### src/logic/urs_pkg.sv
// shared constants and types for the receive status block
package urs_pkg;

  // register byte offsets on the apb bus
  localparam logic [7:0] OFS_STATUS  = 8'h00;
  localparam logic [7:0] OFS_CONTROL = 8'h04;
  localparam logic [7:0] OFS_BAUD    = 8'h08;
  localparam logic [7:0] OFS_RXDATA  = 8'h0c;
  localparam logic [7:0] OFS_INTSTAT = 8'h10;
  localparam logic [7:0] OFS_INTMASK = 8'h14;

  // serial_status_control field positions
  localparam int BIT_ADDR_EN  = 5;
  localparam int BIT_RX_IDLE  = 4;
  localparam int BIT_PARITY_ERROR_FLAG     = 3;
  localparam int BIT_FRAMING_ERROR_FLAG     = 2;
  localparam int BIT_OVERRUN  = 1;
  localparam int BIT_RX_AVAIL = 0;

  // control register field positions
  localparam int BIT_RX_ENABLE = 0;
  localparam int BIT_NINE_BIT  = 1;
  localparam int POS_PARITY    = 2;

  // interrupt status / mask field positions
  localparam int INT_CHAR    = 0;
  localparam int INT_OVERRUN = 1;
  localparam int INT_PARITY_ERROR_FLAG    = 2;
  localparam int INT_FRAMING_ERROR_FLAG    = 3;
  localparam int INT_ADDR    = 4;
  localparam int INT_WIDTH   = 5;

  // values after reset, and the parity mode codes
  localparam logic [15:0] BAUD_DIV_RESET = 16'h0010;
  localparam logic [1:0]  PARITY_NONE    = 2'h0;
  localparam logic [1:0]  PARITY_EVEN    = 2'h1;
  localparam logic [1:0]  PARITY_ODD     = 2'h2;

  // receive fifo shape
  localparam int FIFO_DEPTH = 4;
  localparam int FIFO_AW    = 2;

  // data bit counts per character
  localparam logic [3:0] BITS_EIGHT = 4'h8;
  localparam logic [3:0] BITS_NINE  = 4'h9;

  // one received character with its error marks
  typedef struct packed {
    logic       parityErr;
    logic       framingErr;
    logic [8:0] data;
  } urs_char_t;

  // receiver states
  typedef enum logic [2:0] {
    RX_IDLE   = 3'b000,
    RX_START  = 3'b001,
    RX_DATA   = 3'b010,
    RX_PARITY = 3'b011,
    RX_STOP   = 3'b100
  } urs_rx_state_t;

endpackage

### src/logic/urs_sync2.sv
// two-flop synchroniser for the receive pin
`timescale 1ns/10ps
module urs_sync2
  import urs_pkg::*;
(
  // clock and reset
  input  wire logic clk,
  input  wire logic resetn,
  // asynchronous in, synchronous out
  input  wire logic asyncIn,
  output logic      syncOut
);

  logic stage1;

  // idle line is high, so both stages reset high
  always_ff @(posedge clk)
  begin
    if (!resetn)
    begin
      stage1  <= 1'b1;
      syncOut <= 1'b1;
    end
    else
    begin
      stage1  <= asyncIn;
      syncOut <= stage1;
    end
  end

endmodule // urs_sync2

### src/logic/urs_rx_fifo.sv
// receive character fifo with flush
`timescale 1ns/10ps
module urs_rx_fifo
  import urs_pkg::*;
(
  // clock and reset
  input  wire logic      clk,
  input  wire logic      resetn,
  // write side
  input  wire logic      push,
  input  wire urs_char_t pushData,
  output logic           full,
  // read side
  input  wire logic      pop,
  output urs_char_t      head,
  output logic           valid,
  // empties all entries
  input  wire logic      flush
);

  urs_char_t            mem [FIFO_DEPTH];
  logic [FIFO_AW-1:0]   wrPtr;
  logic [FIFO_AW-1:0]   rdPtr;
  logic [FIFO_AW:0]     count;
  logic [FIFO_AW-1:0]   next_wrPtr;
  logic [FIFO_AW-1:0]   next_rdPtr;
  logic [FIFO_AW:0]     next_count;
  logic                 doPush;
  logic                 doPop;

  // compare at the counter's own width so the depth is not cut to zero
  assign full  = (count == (FIFO_AW+1)'(FIFO_DEPTH));
  assign valid = (count != '0);
  assign head  = mem[rdPtr];

  // pointer and count update; a flush beats push and pop
  always_comb
  begin
    doPush     = push && !full;
    doPop      = pop && valid;
    next_wrPtr = wrPtr;
    next_rdPtr = rdPtr;
    next_count = count;
    if (flush)
    begin
      next_wrPtr = '0;
      next_rdPtr = '0;
      next_count = '0;
    end
    else
    begin
      if (doPush)
        next_wrPtr = wrPtr + 1'b1;
      if (doPop)
        next_rdPtr = rdPtr + 1'b1;
      if (doPush && !doPop)
        next_count = count + 1'b1;
      else if (doPop && !doPush)
        next_count = count - 1'b1;
    end
  end

  // registers
  always_ff @(posedge clk)
  begin
    if (!resetn)
    begin
      wrPtr <= '0;
      rdPtr <= '0;
      count <= '0;
    end
    else
    begin
      wrPtr <= next_wrPtr;
      rdPtr <= next_rdPtr;
      count <= next_count;
    end
  end

  // storage, written only on an accepted push
  always_ff @(posedge clk)
  begin
    if (doPush && !flush)
      mem[wrPtr] <= pushData;
  end

endmodule // urs_rx_fifo

### src/logic/urs_rx_status.sv
// receive path, status flags and apb registers of the serial port
//
// The APB slave port and the placing of the registers were chosen for this implementation.
`timescale 1ns/10ps
module urs_rx_status
  import urs_pkg::*;
(
  // clock and reset
  input  wire logic        clk,
  input  wire logic        resetn,
  // apb slave
  input  wire logic        psel,
  input  wire logic        penable,
  input  wire logic        pwrite,
  input  wire logic [7:0]  paddr,
  input  wire logic [31:0] pwdata,
  output logic [31:0]      prdata,
  output logic             pready,
  output logic             pslverr,
  // serial receive pin
  input  wire logic        rxPin,
  // interrupt
  output logic             irq
);

  logic                 rxIn;
  // software settings
  logic                 addrDetectEnable;
  logic                 rxEnable;
  logic                 nineBit;
  logic [1:0]           parityMode;
  logic [15:0]          baudDiv;
  logic [INT_WIDTH-1:0] intMask;
  logic                 next_addrDetectEnable;
  logic                 next_rxEnable;
  logic                 next_nineBit;
  logic [1:0]           next_parityMode;
  logic [15:0]          next_baudDiv;
  logic [INT_WIDTH-1:0] next_intMask;
  // hardware flags
  logic                 overrunErrorFlag;
  logic [INT_WIDTH-1:0] intStat;
  logic                 next_overrunErrorFlag;
  logic [INT_WIDTH-1:0] next_intStat;
  logic                 next_irq;
  // bus
  logic                 next_pready;
  logic                 next_pslverr;
  logic [31:0]          next_prdata;
  logic                 busDone;
  logic                 busWrite;
  logic                 busRead;
  logic                 mapped;
  // receiver
  urs_rx_state_t        rxState;
  urs_rx_state_t        next_rxState;
  logic [15:0]          tickCnt;
  logic [15:0]          next_tickCnt;
  logic [3:0]           bitCnt;
  logic [3:0]           next_bitCnt;
  logic [8:0]           rxShiftRegister;
  logic [8:0]           next_rxShiftRegister;
  logic                 parityBit;
  logic                 next_parityBit;
  logic                 charDone;
  logic [3:0]           dataBits;
  // character handling
  urs_char_t            newChar;
  urs_char_t            fifoHead;
  logic                 fifoFull;
  logic                 rxDataAvailable;
  logic                 addrActive;
  logic                 charKeep;
  logic                 pushChar;
  logic                 overrunEvt;
  logic                 clearOverrun;
  logic                 popChar;
  logic [INT_WIDTH-1:0] events;
  logic [15:0]          statusWord;

  // pin synchroniser
  urs_sync2 u_sync (
    .clk     (clk),
    .resetn  (resetn),
    .asyncIn (rxPin),
    .syncOut (rxIn)
  );

  // receive fifo
  urs_rx_fifo u_fifo (
    .clk      (clk),
    .resetn   (resetn),
    .push     (pushChar),
    .pushData (newChar),
    .full     (fifoFull),
    .pop      (popChar),
    .head     (fifoHead),
    .valid    (rxDataAvailable),
    .flush    (clearOverrun)
  );

  // bus phase decode; effects land on the edge that completes the access
  assign busDone  = psel && penable && pready;
  assign busWrite = busDone && pwrite;
  assign busRead  = busDone && !pwrite;
  assign mapped   = (paddr == OFS_STATUS) || (paddr == OFS_CONTROL) ||
                    (paddr == OFS_BAUD) || (paddr == OFS_RXDATA) ||
                    (paddr == OFS_INTSTAT) || (paddr == OFS_INTMASK);

  // address mode only with nine-bit characters
  assign addrActive = addrDetectEnable && nineBit;
  assign dataBits   = nineBit ? BITS_NINE : BITS_EIGHT;

  // receiver sequencing, sampling at mid-bit
  always_comb
  begin
    next_rxState         = rxState;
    next_tickCnt         = tickCnt;
    next_bitCnt          = bitCnt;
    next_rxShiftRegister = rxShiftRegister;
    next_parityBit       = parityBit;
    charDone             = 1'b0;
    case (rxState)
      RX_IDLE:
      begin
        if (rxEnable && !rxIn)
        begin
          next_rxState = RX_START;
          next_tickCnt = {1'b0, baudDiv[15:1]};
        end
      end
      RX_START:
      begin
        if (tickCnt == 16'h0000)
        begin
          next_rxState = rxIn ? RX_IDLE : RX_DATA;
          next_tickCnt = baudDiv - 16'h0001;
          next_bitCnt  = 4'h0;
        end
        else
          next_tickCnt = tickCnt - 16'h0001;
      end
      RX_DATA:
      begin
        if (tickCnt == 16'h0000)
        begin
          next_rxShiftRegister = {rxIn, rxShiftRegister[8:1]};
          next_bitCnt          = bitCnt + 4'h1;
          next_tickCnt         = baudDiv - 16'h0001;
          if (bitCnt == dataBits - 4'h1)
            next_rxState = (!nineBit && parityMode != PARITY_NONE) ? RX_PARITY : RX_STOP;
        end
        else
          next_tickCnt = tickCnt - 16'h0001;
      end
      RX_PARITY:
      begin
        if (tickCnt == 16'h0000)
        begin
          next_parityBit = rxIn;
          next_rxState   = RX_STOP;
          next_tickCnt   = baudDiv - 16'h0001;
        end
        else
          next_tickCnt = tickCnt - 16'h0001;
      end
      RX_STOP:
      begin
        if (tickCnt == 16'h0000)
        begin
          charDone     = 1'b1;
          next_rxState = RX_IDLE;
        end
        else
          next_tickCnt = tickCnt - 16'h0001;
      end
      default:
        next_rxState = RX_IDLE;
    endcase
    // overrun clear also empties the shift register
    if (clearOverrun)
    begin
      next_rxState         = RX_IDLE;
      next_bitCnt          = 4'h0;
      next_rxShiftRegister = 9'h000;
    end
  end

  // receiver registers
  always_ff @(posedge clk)
  begin
    if (!resetn)
    begin
      rxState         <= RX_IDLE;
      tickCnt         <= 16'h0000;
      bitCnt          <= 4'h0;
      rxShiftRegister <= 9'h000;
      parityBit       <= 1'b0;
    end
    else
    begin
      rxState         <= next_rxState;
      tickCnt         <= next_tickCnt;
      bitCnt          <= next_bitCnt;
      rxShiftRegister <= next_rxShiftRegister;
      parityBit       <= next_parityBit;
    end
  end

  // assemble the finished character and its error marks
  always_comb
  begin
    newChar.data       = nineBit ? rxShiftRegister : {1'b0, rxShiftRegister[8:1]};
    newChar.framingErr = !rxIn;                       // stop bit sampled low
    case (parityMode)
      PARITY_EVEN: newChar.parityErr = !nineBit && (^{newChar.data, parityBit});
      PARITY_ODD:  newChar.parityErr = !nineBit && !(^{newChar.data, parityBit});
      default:     newChar.parityErr = 1'b0;
    endcase
  end

  // address mode keeps only characters whose bit 8 is one
  // nothing is kept while overrun stands
  assign charKeep   = charDone && !overrunErrorFlag && (!addrActive || newChar.data[8]);
  assign pushChar   = charKeep && !fifoFull;
  assign overrunEvt = charKeep && fifoFull;
  assign popChar    = busRead && (paddr == OFS_RXDATA);

  // a one-to-zero write on a set flag flushes; a same-cycle overflow keeps it set
  assign clearOverrun = busWrite && (paddr == OFS_STATUS) && !pwdata[BIT_OVERRUN] &&
                        overrunErrorFlag && !overrunEvt;

  // events that feed the sticky interrupt status
  always_comb
  begin
    events              = '0;
    events[INT_CHAR]    = pushChar;
    events[INT_OVERRUN] = overrunEvt;
    events[INT_PARITY_ERROR_FLAG]    = pushChar && newChar.parityErr;
    events[INT_FRAMING_ERROR_FLAG]    = pushChar && newChar.framingErr;
    events[INT_ADDR]    = pushChar && addrActive;
  end

  // status word as software sees it
  always_comb
  begin
    statusWord               = 16'h0000;
    statusWord[BIT_ADDR_EN]  = addrDetectEnable;
    // idle reads one outside a character
    statusWord[BIT_RX_IDLE]  = (rxState == RX_IDLE);
    statusWord[BIT_PARITY_ERROR_FLAG]     = rxDataAvailable && fifoHead.parityErr;
    statusWord[BIT_FRAMING_ERROR_FLAG]     = rxDataAvailable && fifoHead.framingErr;
    statusWord[BIT_OVERRUN]  = overrunErrorFlag;
    // data available while the fifo is not empty
    statusWord[BIT_RX_AVAIL] = rxDataAvailable;
  end

  // software settings, flags and interrupt next values
  always_comb
  begin
    next_addrDetectEnable = addrDetectEnable;
    next_rxEnable         = rxEnable;
    next_nineBit          = nineBit;
    next_parityMode       = parityMode;
    next_baudDiv          = baudDiv;
    next_intMask          = intMask;
    if (busWrite)
    begin
      case (paddr)
        OFS_STATUS:  next_addrDetectEnable = pwdata[BIT_ADDR_EN];
        OFS_CONTROL:
        begin
          next_rxEnable   = pwdata[BIT_RX_ENABLE];
          next_nineBit    = pwdata[BIT_NINE_BIT];
          next_parityMode = pwdata[POS_PARITY +: 2];
        end
        OFS_BAUD:    next_baudDiv = pwdata[15:0];
        OFS_INTMASK: next_intMask = pwdata[INT_WIDTH-1:0];
        default:     next_intMask = intMask;
      endcase
    end
    // hardware sets, a write of one does nothing, a write of zero clears
    if (overrunEvt)
      next_overrunErrorFlag = 1'b1;
    else if (clearOverrun)
      next_overrunErrorFlag = 1'b0;
    else
      next_overrunErrorFlag = overrunErrorFlag;
    // read clears, a new event in the same cycle survives
    if (busRead && (paddr == OFS_INTSTAT))
      next_intStat = events;
    else
      next_intStat = intStat | events;
    next_irq = |(next_intStat & next_intMask);
  end

  // apb answer: ready one cycle into the access phase
  always_comb
  begin
    next_pready  = psel && penable && !pready;
    next_pslverr = next_pready && !mapped;
    next_prdata  = 32'h00000000;
    if (next_pready && !pwrite)
    begin
      case (paddr)
        OFS_STATUS:  next_prdata = {16'h0000, statusWord};
        OFS_CONTROL: next_prdata = {28'h0000000, parityMode, nineBit, rxEnable};
        OFS_BAUD:    next_prdata = {16'h0000, baudDiv};
        OFS_RXDATA:  next_prdata = rxDataAvailable ? {23'h000000, fifoHead.data} : 32'h0;
        OFS_INTSTAT: next_prdata = {27'h0000000, intStat};
        OFS_INTMASK: next_prdata = {27'h0000000, intMask};
        default:     next_prdata = 32'h00000000;
      endcase
    end
  end

  // register bank
  always_ff @(posedge clk)
  begin
    if (!resetn)
    begin
      addrDetectEnable <= 1'b0;
      rxEnable         <= 1'b0;
      nineBit          <= 1'b0;
      parityMode       <= PARITY_NONE;
      baudDiv          <= BAUD_DIV_RESET;
      intMask          <= '0;
      overrunErrorFlag <= 1'b0;
      intStat          <= '0;
      irq              <= 1'b0;
      pready           <= 1'b0;
      pslverr          <= 1'b0;
      prdata           <= 32'h00000000;
    end
    else
    begin
      addrDetectEnable <= next_addrDetectEnable;
      rxEnable         <= next_rxEnable;
      nineBit          <= next_nineBit;
      parityMode       <= next_parityMode;
      baudDiv          <= next_baudDiv;
      intMask          <= next_intMask;
      overrunErrorFlag <= next_overrunErrorFlag;
      intStat          <= next_intStat;
      irq              <= next_irq;
      pready           <= next_pready;
      pslverr          <= next_pslverr;
      prdata           <= next_prdata;
    end
  end

endmodule // urs_rx_status

### config.mk
export PLATFORM = sky130hd
export DESIGN_NAME = urs_rx_status
export DESIGN_NICKNAME = d
export VERILOG_FILES = /design/src/logic/urs_pkg.sv /design/src/logic/urs_sync2.sv /design/src/logic/urs_rx_fifo.sv /design/src/logic/urs_rx_status.sv
export SDC_FILE = /design/constraint.sdc
export NUM_CORES = 1
export LEC_CHECK = 0
export BUFFER_PORTS_ARGS = -buffer_cell sky130_fd_sc_hd__buf_2
export CAP_MARGIN = 20
export CORE_ASPECT_RATIO = 1.2
export CORE_MARGIN = 2
export CORE_UTILIZATION = 30
export DETAILED_ROUTE_END_ITERATION = 8
export PLACE_DENSITY_LB_ADDON = 0.2
export SYNTH_ARGS = -nofsm -noshare
export SYNTH_HDL_FRONTEND = slang
export SYNTH_HIERARCHICAL = 1
export SYNTH_SLANG_ARGS = --single-unit
### constraint.sdc
create_clock -name clk -period 3.9 [get_ports clk]
set_input_delay 0.39 -clock clk [delete_from_list [all_inputs] [get_ports clk]]
set_output_delay 0.39 -clock clk [all_outputs]
set_load 0.01 [all_outputs]
==> metrics.txt <==
FF+latch area=0.003223 mm^2; internal power=2.755 mW; number of buffers added for setup after CTS=0; pin count of the biggest net entering global routing=30; total clock buffers created by CTS=17; number of library cell types mapped by synthesis=84; # DRC=0; Total Nets Final=806; launch point of the worst hold path=rxPin; count of hold-fix buffers inserted at cts=0; Cell Count Post-Placement=1044; total area of multi-input combinational cells=0.003425 mm^2; most common cell type on the critical path=inv_1; length of the first detailed-routing pass in iterations=5; gate count of the mapped netlist=703; area grow syn2layout=15.06%; actual transition at the worst max-transition pin=852.2 ps; power density normalized to cell area=532.5 mW/mm^2; worst stage delay on the critical path=630 ps; HPWL after detailed placement=14110 um; wire length per cell=17.91 um; capturing element type of the critical path=flip-flop; total inserted antenna cells=0; sequential cell fraction of total power=36.6%; number of antenna violations at the first check in global routing=0; clk buf depth=2; floorplan die area=0.02462 mm^2; total routing resource utilization after global routing=16.10%; critical path's slowest cell=nor4_1; Setup TNS Final=0 ps; count of endpoints failing hold in the final timing report=0; post-detailed-route count of antenna-violating nets=0; setup clock skew after layout=11.24 ps; width of the die=143.6 um; Peak Freq=305.4 MHz; proportion of power drawn by combinational gates=25.4%; number of slew-limit violations in the final report=0; power spent charging and discharging nets=1.542 mW; Filler cells=2404; Syn Area/Cell=9.976 um^2; CTS tree=yes; number of synthesized flops with an enable pin=44; I/O pin cnt=81; switching fraction of total power=35.89%; wire length of the first global-routing pass=29810 um; unrepaired setup endpoints after global routing=false; clock period minus final worst setup slack=3275 ps; result of the run=finished, final reports clean; Core Box Area=0.02305 mm^2; reg-to-reg critical path startpoint=tickCnt[13]; initial core utilization=30.43%; via count normalized by instance count=4.954; fraction of layout cells with a size suffix above 1=20.11%; Setup Viol. Count Final=0; via count of the first global-routing pass=5258; Root Buffer Master=clkbuf_16; via count=5330; gr ovfl total=0; critical path launch point=tickCnt[13]; signal arrival time at the worst endpoint=3630 ps; part of the Yosys area used for sequential elements=45.96%; standby leakage power=3.059 nW; largest driver fanout on the critical path=5; kind of launch point of the worst setup path=flip-flop; FFs w/ async S/R, synth=0%; clock insertion delay at the later pin of the skew report=430 ps; number of violations reported at the end of detailed-routing iteration 0=327; ys flop type=dfxtp_1; Yosys warning count=6; std cell rows=61; global placement routability congestion=0.8526; worst-path cell chain=nor4_1 -> nand4b_2 -> nor2_2 -> nand2_1 -> inv_1 -> nand2_1 -> inv_1 -> ha_1 -> inv_1 -> fa_1 -> xor2_1 -> or3_1 -> a21oi_1; count of placed standard cells in the final layout, fillers left out=1076; post-route clock period utilization=83.96%; share of power burned in the clock network=38.0%; Worst VDD drop=0.2849 mV; type of the worst setup path=flip-flop to flip-flop; Req. time, crit path=4260 ps; clock-pin transition on the worst setup and hold timing paths=70 ps; #FFs+latches synth=139; mapped cell area=0.007013 mm^2; final WL=19280 um; port bufs=48; kind of path behind the tightest hold check=input pin to flip-flop; total of cells resized after clock tree synthesis=0; sink count of the clock tree=139; worst max-slew margin expressed relative to the limit=43.19%; max_cap viols=0; count of H-tree levels built during CTS=4; die height=171.5 um
[through the flow]
| stage | util (%) | area [um^2] | hold slack [ps] | setup slack (ps) | power [mW] |
|---|---|---|---|---|---|
| after global placement | 32.36 | 7460 | 395.1 | 713.2 | 2.689 |
| after detailed placement | 32.36 | 7460 | 391.8 | 679.2 | 2.684 |
| after CTS | 35.01 | 8069 | 133.7 | 661.3 | 4.328 |
| after floorplan | - | 7069 | 386.3 | 961.7 | 2.480 |
| final | 35.01 | 8069 | 143.1 | 625.4 | 4.297 |
| after global routing | 35.01 | 8069 | 154.9 | 408.4 | 4.521 |
[cells by family (layout without fill, tap and decap cells)]
| family | after synthesis | after routing | synth area share [%] |
|---|---|---|---|
| AND/OR/NAND/NOR | 262 | 262 | 19.47 |
| AO/OA/AOI/OAI | 140 | 140 | 13.29 |
| flip-flops | 139 | 139 | 45.96 |
| buffers and inverters | 71 | 114 | 6.012 |
| multiplexers | 46 | 46 | 8.778 |
| XOR/XNOR | 32 | 32 | 4.193 |
| adder cells (fa/ha/maj) | 12 | 12 | 2.248 |
| other | 1 | 16 | 0.05347 |
[state kept, by name (all words and copies together), names as in the netlist, 2 cells and up, named ones only]
| signal | flops |
|---|---|
| intMask | 5 |
| rxState | 3 |
| bitCnt | 4 |
| prdata | 16 |
| rxShiftRegister | 9 |
| u_fifo/rdPtr | 2 |
| parityMode | 2 |
| intStat | 5 |
| tickCnt | 16 |
| u_fifo/mem | 44 |
| baudDiv | 16 |
| u_fifo/wrPtr | 2 |
| u_fifo/count | 3 |
[path summary, 6_finish.rpt]
path | end | slack [ps] | cells after the start
setup / recovery | u_fifo/count[2] | 630 | 13
hold / removal | u_sync/stage1 | 140 | 2
setup reg to reg | u_fifo/count[2] | 630 | 13
hold reg to reg | u_sync/syncOut | 400 | 1
[synth_stat cells, types with 16 or more instances]
cell / number / area (um^2)
nand3_1: 21 / 105.1
o21ai_0: 20 / 100.1
xnor2_1: 16 / 140.1
edfxtp_1: 44 / 1321
nand2_1: 84 / 315.3
nor2_1: 58 / 217.7
buf_4: 18 / 135.1
inv_1: 20 / 75.07
a21oi_1: 46 / 230.2
clkbuf_1: 18 / 67.56
mux2i_1: 21 / 210.2
dfxtp_1: 95 / 1902
[power groups by stage]
stage | clock [mW] | combinational (mW) | sequential, mW
after detailed placement | 0 | 1.08 | 1.60
after global placement | 0 | 1.09 | 1.60
final | 1.63 | 1.09 | 1.57
after CTS | 1.67 | 1.09 | 1.57
after global routing | 1.74 | 1.20 | 1.58
after floorplan | 0 | 0.896 | 1.58
[cell usage in the layout (no fill, tap or decap), types with 4 or more instances in the layout]
master | synthesis | layout
mux2i_1 | 21 | 21
xor2_1 | 15 | 15
mux2_2 | 14 | 14
mux4_2 | 11 | 11
conb_1 | 1 | 16
a31oi_1 | 9 | 9
nand2_1 | 84 | 84
nand4_1 | 4 | 4
and2_1 | 6 | 6
a221oi_1 | 5 | 5
clkinv_8 | 0 | 5
o22ai_1 | 6 | 6
inv_8 | 0 | 6
clkbuf_16 | 0 | 17
dfxtp_1 | 95 | 95
nand3_1 | 21 | 21
nor4_1 | 8 | 8
nor2_1 | 58 | 58
a22oi_1 | 11 | 11
or3_1 | 8 | 8
inv_1 | 20 | 20
nor3b_1 | 5 | 5
nor3_1 | 15 | 15
buf_2 | 3 | 48
xnor2_1 | 16 | 16
a21oi_1 | 46 | 46
and3_1 | 9 | 9
ha_1 | 11 | 11
o21ai_0 | 20 | 20
nand2b_1 | 6 | 6
buf_4 | 18 | 13
o21ai_2 | 5 | 5
edfxtp_1 | 44 | 44
[routing by layer]
layer | GRT usage, % | vias to the layer above | part of all wire (%)
met3 | 3.647 | 22 | 3.2
met4 | 4.646 | 0 | 1.8
met1 | 19.86 | 2586 | 44
met5 | 0 | - | 0
li1 | - | 2620 | -
met2 | 28.03 | 102 | 51
[critical path: cells and delay by family (launching register included)]
kind            cells  cell delay (ps)
compound gates      1              140
xor+xnor            1              160
fa+ha+maj           2              550
buf+inv             3              290
flops               1              360
simple gates        6             1710
[cell type report]
| class | instances | share of cell area [%] |
|---|---|---|
| inverters | 21 | 0.9924 |
| flip-flops and latches | 139 | 39.94 |
| clock buffers | 17 | 5.272 |
| well taps | 315 | 4.884 |
| repair buffers | 61 | 4.187 |
| clock inverters | 15 | 2.279 |
| multi-input cells | 508 | 42.44 |
Note: power is estimated with default switching activity, not from simulation.
